`src/rtl/input_cond_pkg.sv`:
```
/*
  Constants for the input conditioning block: register offsets, field
  positions, reset values and timing counts.
  Assumes a 200 MHz core clock and a plain single-cycle register port.
*/
package input_cond_pkg;

    // Register offsets (byte addresses)
    localparam logic [7:0] DELAY_REG    = 8'h00;
    localparam logic [7:0] PCATCH_REG   = 8'h04;
    localparam logic [7:0] AFEN_REG     = 8'h08;
    localparam logic [7:0] AFCNT_REG    = 8'h0c;
    localparam logic [7:0] DEADBAND_REG = 8'h10;
    localparam logic [7:0] RAW_REG      = 8'h14;
    localparam logic [7:0] FILT_REG     = 8'h18;
    localparam logic [7:0] IMAGE_REG    = 8'h1c;

    // Delay code per group: delay = 0.2 ms * 2^code
    localparam int         DELAY_CODE_W   = 3;
    localparam int         DELAY_FIELD_W  = 4;
    localparam logic [2:0] DELAY_CODE_MAX = 3'h6;
    localparam logic [2:0] DELAY_CODE_RST = 3'h5;
    localparam int         DELAY_TICKS_W  = 7;

    // Base delay step and core clock
    localparam int DELAY_BASE_US = 200;
    localparam int CLK_MHZ       = 200;
    localparam int TICK_CYCLES   = DELAY_BASE_US * CLK_MHZ;

    // Analog filter: sample count is 2^exponent, up to 8
    localparam int          AFCNT_W        = 2;
    localparam logic [1:0]  AFCNT_RST      = 2'h3;
    localparam int          HIST_DEPTH     = 8;
    localparam int          HIST_PTR_W     = 3;
    localparam logic [15:0] DEADBAND_RST   = 16'h0040;
    localparam int          ONBOARD_FIRST  = 0;
    localparam int          ONBOARD_SECOND = 1;

endpackage

```
`src/rtl/input_conditioning_filters.sv`:
```
/*
  Input conditioning: digital delay filter with pulse catch and scan image,
  plus a moving-average analog filter with deadband step response fed
  through a sample FIFO.
  Assumes field inputs are asynchronous, scan_start_i and the analog sample
  stream are on core_clk_i, and reset is synchronous active high.
*/
// The address map and the plain strobed port were chosen for this implementation.
`timescale 1ns/1ps

module sample_fifo
#(
    parameter int W     = 18,
    parameter int DEPTH = 16
)
(
    input  wire logic         core_clk_i,
    input  wire logic         rst_i,
    input  wire logic         in_valid_i,
    output logic              in_ready_o,
    input  wire logic [W-1:0] in_data_i,
    output logic              out_valid_o,
    input  wire logic         out_ready_i,
    output logic [W-1:0]      out_data_o
);
    localparam int PW = $clog2(DEPTH);

    typedef struct packed {
        logic [DEPTH-1:0][W-1:0] mem;
        logic [PW-1:0]           wp;
        logic [PW-1:0]           rp;
        logic [PW:0]             cnt;
    } fifo_state_t;

    fifo_state_t state_reg;
    fifo_state_t state_next;
    logic        push;
    logic        pop;

    assign in_ready_o  = state_reg.cnt != (PW+1)'(DEPTH);
    assign out_valid_o = state_reg.cnt != '0;
    assign out_data_o  = state_reg.mem[state_reg.rp];
    assign push        = in_valid_i && in_ready_o;
    assign pop         = out_valid_o && out_ready_i;

    always_comb
    begin
        state_next = state_reg;
        if (push)
        begin
            state_next.mem[state_reg.wp] = in_data_i;
            state_next.wp = state_reg.wp + 1'b1;
        end
        if (pop)
        begin
            state_next.rp = state_reg.rp + 1'b1;
        end
        state_next.cnt = state_reg.cnt + (PW+1)'(push) - (PW+1)'(pop);
        if (rst_i)
        begin
            state_next.wp  = '0;
            state_next.rp  = '0;
            state_next.cnt = '0;
        end
    end

    always_ff @(posedge core_clk_i)
    begin
        state_reg <= state_next;
    end
endmodule

module input_conditioning_filters
    import input_cond_pkg::*;
#(
    parameter int N_DIN       = 8,
    parameter int N_GRP       = 2,
    parameter int N_AIN       = 4,
    parameter int AW          = 16,
    parameter int FIFO_DEPTH  = 16,
    parameter int TICK_CYCLES_P = TICK_CYCLES
)
(
    input  wire logic                     core_clk_i,
    input  wire logic                     rst_i,
    input  wire logic [7:0]               addr_i,
    input  wire logic [31:0]              wdata_i,
    input  wire logic                     wr_i,
    input  wire logic                     rd_i,
    output logic [31:0]                   rdata_o,
    input  wire logic [N_DIN-1:0]         din_pin_i,
    input  wire logic                     scan_start_i,
    output logic [N_DIN-1:0]              din_image_o,
    output logic [N_DIN-1:0]              din_filt_o,
    output logic [N_DIN-1:0]              hsc_in_o,
    input  wire logic                     sample_valid_i,
    output logic                          sample_ready_o,
    input  wire logic [$clog2(N_AIN)-1:0] sample_chan_i,
    input  wire logic [AW-1:0]            sample_data_i,
    output logic                          ain_valid_o,
    input  wire logic                     ain_ready_i,
    output logic [$clog2(N_AIN)-1:0]      ain_chan_o,
    output logic [AW-1:0]                 ain_data_o
);
    localparam int CW  = $clog2(N_AIN);
    localparam int TW  = $clog2(TICK_CYCLES_P + 1);
    localparam int SW  = AW + HIST_PTR_W;
    localparam int GS  = N_DIN / N_GRP;
    localparam logic [N_AIN-1:0] AFEN_RST =
        ~((N_AIN'(1) << ONBOARD_FIRST) | (N_AIN'(1) << ONBOARD_SECOND));

    typedef struct packed {
        logic [N_DIN-1:0]                          s1;
        logic [N_DIN-1:0]                          s2;
        logic [N_DIN-1:0]                          s3;
        logic [N_DIN-1:0]                          raw;
        logic [N_DIN-1:0]                          filt;
        logic [N_DIN-1:0]                          image;
        logic [N_DIN-1:0]                          caught;
        logic [N_DIN-1:0]                          cval;
        logic [N_DIN-1:0][DELAY_TICKS_W-1:0]       dcnt;
        logic [TW-1:0]                             pre;
        logic                                      tick;
        logic [N_GRP-1:0][DELAY_CODE_W-1:0]        dcode;
        logic [N_DIN-1:0]                          pce;
        logic [N_AIN-1:0]                          afen;
        logic [N_AIN-1:0]                          primed;
        logic [AFCNT_W-1:0]                        kexp;
        logic [AW-1:0]                             dband;
        logic [N_AIN-1:0][HIST_DEPTH-1:0][AW-1:0]  hist;
        logic [N_AIN-1:0][HIST_PTR_W-1:0]          wp;
        logic [N_AIN-1:0][SW-1:0]                  sum;
        logic [N_AIN-1:0][AW-1:0]                  favg;
        logic                                      ovalid;
        logic [CW-1:0]                             ochan;
        logic [AW-1:0]                             odata;
        logic [31:0]                               rdata;
    } state_t;

    state_t          state_reg;
    state_t          state_next;
    logic            fifo_valid;
    logic            fifo_ready;
    logic [CW+AW-1:0] fifo_data;

    // Target tick count for a delay code
    function automatic logic [DELAY_TICKS_W-1:0] delay_ticks(
        input logic [DELAY_CODE_W-1:0] code);
        delay_ticks = DELAY_TICKS_W'(1) << code;
    endfunction

    // Output port stalls the filter, which backs up the FIFO to the source
    assign fifo_ready = !state_reg.ovalid || ain_ready_i;

    sample_fifo
    #(
        .W     (CW + AW),
        .DEPTH (FIFO_DEPTH)
    )
    u_fifo
    (
        .core_clk_i  (core_clk_i),
        .rst_i       (rst_i),
        .in_valid_i  (sample_valid_i),
        .in_ready_o  (sample_ready_o),
        .in_data_i   ({sample_chan_i, sample_data_i}),
        .out_valid_o (fifo_valid),
        .out_ready_i (fifo_ready),
        .out_data_o  (fifo_data)
    );

    assign rdata_o     = state_reg.rdata;
    assign din_image_o = state_reg.image;
    assign din_filt_o  = state_reg.filt;
    assign hsc_in_o    = state_reg.raw;
    assign ain_valid_o = state_reg.ovalid;
    assign ain_chan_o  = state_reg.ochan;
    assign ain_data_o  = state_reg.odata;

    always_comb
    begin
        logic [CW-1:0]             c;
        logic [AW-1:0]             x;
        logic [AW-1:0]             oldest;
        logic signed [AW:0]        d;
        logic signed [AW:0]        mag;
        logic signed [SW-1:0]      nsum;
        logic [HIST_PTR_W-1:0]     oidx;
        logic [DELAY_TICKS_W-1:0]  cnt1;
        logic [DELAY_CODE_W-1:0]   code;
        c          = fifo_data[CW+AW-1:AW];
        x          = fifo_data[AW-1:0];
        oldest     = '0;
        d          = '0;
        mag        = '0;
        nsum       = '0;
        oidx       = '0;
        cnt1       = '0;
        code       = '0;
        state_next = state_reg;

        // Three-stage synchroniser; a change counts once stages 2 and 3 agree
        state_next.s1 = din_pin_i;
        state_next.s2 = state_reg.s1;
        state_next.s3 = state_reg.s2;
        for (int i = 0; i < N_DIN; i++)
        begin
            if (state_reg.s2[i] == state_reg.s3[i])
            begin
                state_next.raw[i] = state_reg.s3[i];
            end
        end

        // Free-running step of the base delay; up to one step of jitter
        state_next.tick = 1'b0;
        if (state_reg.pre == TW'(TICK_CYCLES_P - 1))
        begin
            state_next.pre  = '0;
            state_next.tick = 1'b1;
        end
        else
        begin
            state_next.pre = state_reg.pre + 1'b1;
        end

        for (int i = 0; i < N_DIN; i++)
        begin
            code = state_reg.dcode[i / GS];
            if (state_reg.raw[i] == state_reg.filt[i])
            begin
                state_next.dcnt[i] = '0;
            end
            else
            begin
                cnt1 = state_reg.dcnt[i] + DELAY_TICKS_W'(state_reg.tick);
                if (cnt1 >= delay_ticks(code))
                begin
                    state_next.filt[i] = state_reg.raw[i];
                    state_next.dcnt[i] = '0;
                end
                else
                begin
                    state_next.dcnt[i] = cnt1;
                end
            end
        end

        // Pulse catch works on the filtered level, first change only
        for (int i = 0; i < N_DIN; i++)
        begin
            if (state_reg.pce[i] && !state_reg.caught[i]
                && state_reg.filt[i] != state_reg.image[i])
            begin
                state_next.caught[i] = 1'b1;
                state_next.cval[i]   = state_reg.filt[i];
            end
        end
        if (scan_start_i)
        begin
            for (int i = 0; i < N_DIN; i++)
            begin
                state_next.image[i] = state_reg.caught[i] ? state_reg.cval[i]
                                                          : state_reg.filt[i];
            end
            state_next.caught = '0;
        end

        // Analog filter engine, one sample per accepted FIFO word
        if (state_reg.ovalid && ain_ready_i)
        begin
            state_next.ovalid = 1'b0;
        end
        if (fifo_valid && fifo_ready)
        begin
            state_next.ovalid = 1'b1;
            state_next.ochan  = c;
            state_next.odata  = x;
            d   = (AW+1)'($signed(x)) - (AW+1)'($signed(state_reg.favg[c]));
            mag = (d < 0) ? -d : d;
            if (state_reg.afen[c])
            begin
                if (!state_reg.primed[c] || mag > $signed({1'b0, state_reg.dband}))
                begin
                    // Step response refills the whole history with the new sample
                    for (int j = 0; j < HIST_DEPTH; j++)
                    begin
                        state_next.hist[c][j] = x;
                    end
                    state_next.sum[c]    = SW'($signed(x)) <<< state_reg.kexp;
                    state_next.favg[c]   = x;
                    state_next.primed[c] = 1'b1;
                    state_next.odata     = x;
                end
                else
                begin
                    oidx   = state_reg.wp[c] - (HIST_PTR_W'(1) << state_reg.kexp);
                    oldest = state_reg.hist[c][oidx];
                    nsum   = $signed(state_reg.sum[c]) - SW'($signed(oldest))
                           + SW'($signed(x));
                    state_next.hist[c][state_reg.wp[c]] = x;
                    state_next.wp[c]   = state_reg.wp[c] + 1'b1;
                    state_next.sum[c]  = nsum;
                    state_next.favg[c] = AW'(nsum >>> state_reg.kexp);
                    state_next.odata   = AW'(nsum >>> state_reg.kexp);
                end
            end
        end

        // Register port; reads answer in the following cycle
        state_next.rdata = '0;
        if (rd_i)
        begin
            unique case (addr_i)
                DELAY_REG:
                begin
                    for (int g = 0; g < N_GRP; g++)
                    begin
                        state_next.rdata[g*DELAY_FIELD_W +: DELAY_CODE_W] =
                            state_reg.dcode[g];
                    end
                end
                PCATCH_REG:   state_next.rdata[N_DIN-1:0] = state_reg.pce;
                AFEN_REG:     state_next.rdata[N_AIN-1:0] = state_reg.afen;
                AFCNT_REG:    state_next.rdata[AFCNT_W-1:0] = state_reg.kexp;
                DEADBAND_REG: state_next.rdata[AW-1:0] = state_reg.dband;
                RAW_REG:      state_next.rdata[N_DIN-1:0] = state_reg.raw;
                FILT_REG:     state_next.rdata[N_DIN-1:0] = state_reg.filt;
                IMAGE_REG:    state_next.rdata[N_DIN-1:0] = state_reg.image;
                default:      state_next.rdata = '0;
            endcase
        end
        if (wr_i)
        begin
            unique case (addr_i)
                DELAY_REG:
                begin
                    for (int g = 0; g < N_GRP; g++)
                    begin
                        code = wdata_i[g*DELAY_FIELD_W +: DELAY_CODE_W];
                        // Codes past the longest delay clamp to it
                        state_next.dcode[g] = (code > DELAY_CODE_MAX) ? DELAY_CODE_MAX
                                                                      : code;
                    end
                end
                PCATCH_REG:   state_next.pce = wdata_i[N_DIN-1:0];
                AFEN_REG:
                begin
                    state_next.afen   = wdata_i[N_AIN-1:0];
                    state_next.primed = '0;
                end
                AFCNT_REG:
                begin
                    // New window length restarts every average from next sample
                    state_next.kexp   = wdata_i[AFCNT_W-1:0];
                    state_next.primed = '0;
                end
                DEADBAND_REG: state_next.dband = wdata_i[AW-1:0];
                default:      state_next.dband = state_reg.dband;
            endcase
        end

        if (rst_i)
        begin
            state_next        = '0;
            state_next.dcode  = {N_GRP{DELAY_CODE_RST}};
            state_next.afen   = AFEN_RST;
            state_next.kexp   = AFCNT_RST;
            state_next.dband  = DEADBAND_RST[AW-1:0];
        end
    end

    always_ff @(posedge core_clk_i)
    begin
        state_reg <= state_next;
    end
endmodule

```
`config.mk`:
```
export PLATFORM = sky130hd
export DESIGN_NAME = input_conditioning_filters
export DESIGN_NICKNAME = d
export VERILOG_FILES = /design/src/rtl/input_cond_pkg.sv /design/src/rtl/input_conditioning_filters.sv
export SDC_FILE = /design/constraint.sdc
export NUM_CORES = 2
export LEC_CHECK = 0
export ABC_AREA = 1
export BUFFER_PORTS_ARGS = -buffer_cell sky130_fd_sc_hd__buf_2
export CORE_UTILIZATION = 54
export CTS_BUF_LIST = sky130_fd_sc_hd__clkbuf_8
export CTS_CLUSTER_SIZE = 12
export DETAILED_ROUTE_END_ITERATION = 7
export PLACE_DENSITY = 0.71
export SLEW_MARGIN = 20
export SYNTH_ARGS = -nofsm -noshare
export SYNTH_HDL_FRONTEND = slang
export SYNTH_SLANG_ARGS = --single-unit
```
`constraint.sdc`:
```
create_clock -name core_clk_i -period 11.83 [get_ports core_clk_i]
set_input_delay 2.366 -clock core_clk_i [delete_from_list [all_inputs] [get_ports core_clk_i]]
set_output_delay 2.366 -clock core_clk_i [all_outputs]
set_load 0.01 [all_outputs]
```
==> metrics.log <==
INFO  metric post_synth_fa_ha_maj_area_fraction = 4.00%
INFO  metric seqCellArea = 0.0265 mm²
INFO  metric cts-root-buf = sky130_fd_sc_hd__clkbuf_8
INFO  metric timing.final.hold_violations = 0
INFO  metric postRouteAntennaNets = 0
INFO  metric total_clock_buffers_created_by_cts = 189
INFO  metric path_clk_slew = 0.06 ns
INFO  metric multi_input_comb_area = 0.0227 mm²
INFO  metric number_of_primary_i_o_pins = around 150
INFO  metric yosys.cell_count.top_type = sky130_fd_sc_hd__nor2_1
INFO  metric crit_start = u_fifo.state_reg[5]
INFO  metric dominant_combinational_cell_family_by_area_after_synthesis = compound AO/OA/AOI/OAI gates
INFO  metric die_area = 0.101 mm²
INFO  metric final.min_clock_period = 9.56 ns
INFO  metric worstSkewPairLatency = 0.88 ns
INFO  metric tritoncts_num_sinks = 1,177
INFO  metric drt-total-wl = between 150,000 and 200,000 µm
INFO  metric startpoint_type = flip-flop
INFO  metric post-route-drc-count = 0
INFO  metric dr_total_vias = 46,700
INFO  metric worst-path-max-fanout = 68
INFO  metric die_w = 318 µm
INFO  metric fp.coreArea = around 0.1 mm²
INFO  metric async_flop_share = 0%
INFO  metric worst_path_max_delay_cell = sky130_fd_sc_hd__o21ai_0
INFO  metric critical_path.most_common_cell = sky130_fd_sc_hd__nand2_1
INFO  metric worst_setup_path_end_kind = flip-flop
INFO  metric buffer_ports.inserted = 116
INFO  metric ys.warnings.count = 0
INFO  metric critPathBufInv = 9
INFO  metric path_class = reg2reg
INFO  metric quantity_of_hold_fixing_buffers_added_after_cts = 0
INFO  metric synth.yosys.seq_area_share = 48.9%
INFO  metric grt_setup_unrepaired = no
INFO  metric cts_resized = 0
INFO  metric h_tree_depth = 4
INFO  metric first_global_vias = 42,600
INFO  metric initial_utilization = 54.7%
INFO  metric syn2layout_area_growth = 8.05%
INFO  metric ys_ff_latch = 1,177
INFO  metric final-max-slew-violation-count = 0
INFO  metric cap_violations = 0
INFO  metric number_of_antenna_violations_at_the_first_check_in_global_routing = 10
INFO  metric chipHeight = 318 µm
INFO  metric drt_pass1_iterations = 6
INFO  metric nFillCells = 8,903
INFO  metric finalClockSkew = 0.0619 ns
INFO  metric finalNetCount = 6,833
INFO  metric max_stage_delay = 0.79 ns
INFO  metric synthCells = 6,692
INFO  metric synth.largest_area_cell = sky130_fd_sc_hd__dfxtp_1
INFO  metric syn_avg_cell_area = 8.07 µm²
INFO  metric finalSetupViolCount = 0
INFO  metric hold_path_class = reg2reg
INFO  metric floorplan.rows = 115
INFO  metric drive_above_1_share = 8.16%
INFO  metric slew_limit_headroom = 22.5%
INFO  metric synthMuxAreaShare = 0%
INFO  metric grt_first_pass_wirelength = between 200,000 and 250,000 µm
INFO  metric dominantRegCellSynth = sky130_fd_sc_hd__dfxtp_1
INFO  metric outcome = finished, final reports clean
INFO  metric synth_largest_type_area_fraction = 32.9%
INFO  metric synth_edf_count = 288
INFO  metric min-delay-start = state_reg[890]
INFO  metric post_synth_main_area_contributors = sky130_fd_sc_hd__dfxtp_1 (33%), sky130_fd_sc_hd__edfxtp_1 (16%), sky130_fd_sc_hd__o21ai_0 (7.6%)
INFO  metric layout_worst_path_cycle_share = 80.8%
INFO  metric synth_cell_type_count = 55
INFO  metric grt_usage = 30.6%
INFO  metric largest_register_ff_count = 817
INFO  metric cts_buffer_depth = 3
INFO  metric maxClockFrequency = about 0.10 GHz
INFO  metric tritoncts_clock_tree = built
INFO  metric synth_xor_area_share = 1.13%
INFO  metric dp_hpwl = 97,000 µm
INFO  metric reg2reg_from = u_fifo.state_reg[5]
INFO  metric cp.arrival = between 10 and 15 ns
INFO  metric drtIter0Drc = 4,970
INFO  metric basic_gate_share_of_the_synthesized_area_counting_and_or_nand_and_nor_cells = 16.0%
INFO  metric route.detailed.wl_per_inst = between 15 and 20 µm
INFO  metric grt_overflow_total = 0
INFO  metric finalWeightedCongestion = 1.01
INFO  metric worst-slew-pin-transition = 1.15 ns
INFO  metric synth_area = between 0.05 and 0.06 mm²
INFO  metric critical-path-top-delay-family = buffers and inverters
INFO  metric cts_setup_buffers = 0
INFO  metric mean_number_of_vias_per_cell = 5.82
INFO  metric synth.cells.most_frequent = sky130_fd_sc_hd__nor2_1 (953), sky130_fd_sc_hd__dfxtp_1 (889), sky130_fd_sc_hd__o21ai_0 (817)
INFO  metric grt_max_degree = 149
INFO  metric fin_setup_tns = 0 ns
INFO  metric worst_ep_required_time = 12.54 ns
INFO  metric area_fraction_in_compound_gates_after_synthesis = between 20% and 30%
-- logic make-up after synthesis --
group,Yosys count
fa+ha+maj,160
compound gates,1972
xor+xnor,70
other cells,1
simple gates,2089
buf+inv,1223
flops,1177
-- per-stage QoR --
| stage | setup WS [ns] | cell area [µm²] | hold WS, ns | utilization (%) | std cells |
|---|---|---|---|---|---|
| finish | 2.27 | 58400 | 0.398 | 59.1 | 8018 |
| CTS | 2.52 | 58400 | 0.402 | 59.1 | 8016 |
| global placement | 2.67 | 54700 | 0.393 | 55.4 | 7696 |
| detailed placement | 2.57 | 54700 | 0.397 | 55.4 | 7696 |
| floorplan | 5.55 | 54100 | 0.388 | - | 6707 |
| global route | 1.73 | 58400 | 0.424 | 59.1 | 8017 |
-- worst reg2reg max path: cells and delay by family (launching register included) --
family | cells | cell delay [ns]
AOI/OAI and AO/OA | 7 | 1.97
and+or+nand+nor | 21 | 2.29
buffers and inverters | 9 | 3.61
adders and majority gates | 2 | 0.91
xor gates and xnor gates | 1 | 0.13
DFF | 1 | 0.52
-- layout by cell type (no fill, tap or decap), types with 63 or more instances in the layout --
cell | netlist | routed
sky130_fd_sc_hd__nor2_1 | 953 | 937
sky130_fd_sc_hd__dfxtp_1 | 889 | 886
sky130_fd_sc_hd__o21ai_0 | 817 | 817
sky130_fd_sc_hd__inv_1 | 675 | 725
sky130_fd_sc_hd__nand2_1 | 715 | 713
sky130_fd_sc_hd__a21oi_1 | 528 | 528
sky130_fd_sc_hd__edfxtp_1 | 288 | 288
sky130_fd_sc_hd__nand3_1 | 268 | 268
sky130_fd_sc_hd__clkbuf_8 | 0 | 225
sky130_fd_sc_hd__o21ai_1 | 146 | 146
sky130_fd_sc_hd__ha_1 | 139 | 138
sky130_fd_sc_hd__buf_2 | 74 | 115
sky130_fd_sc_hd__a22oi_1 | 109 | 109
sky130_fd_sc_hd__o22ai_1 | 97 | 97
sky130_fd_sc_hd__buf_4 | 89 | 83
sky130_fd_sc_hd__a221oi_1 | 78 | 78
sky130_fd_sc_hd__nand4_1 | 65 | 65
sky130_fd_sc_hd__o221ai_1 | 63 | 63
-- routing by layer --
| metal | vias up | wire length, µm | GRT usage (%) |
|---|---|---|---|
| met4 | 8 | 4420 | 11.2 |
| met1 | 21900 | 69300 | 43.1 |
| li1 | 22400 | - | - |
| met5 | - | 44 | 0 |
| met3 | 308 | 15300 | 5.85 |
| met2 | 2038 | 70000 | 46.8 |
-- worst paths after layout --
| path | endpoint | slack (ns) | cells after the start |
|---|---|---|---|
| max reg2reg | ain_data_o[4] | 2.27 | 40 |
| min | state_reg[882] | 0.40 | 2 |
| max | ain_data_o[4] | 2.27 | 40 |
| min reg2reg | state_reg[882] | 0.40 | 2 |
-- cell type report --
class,count,share of cell area (%)
Sequential cell,1177,45.3
Clock buffer,225,5.30
Tap cell,1287,2.76
Clock inverter,95,0.969
Antenna cell,2,0.00857
Inverter,724,4.69
Multi-Input combinational cell,4307,38.8
Timing Repair Buffer,201,2.14
Power is not shown: default switching activity piles up to over one toggle a cycle in this logic, so the estimate is an artifact.
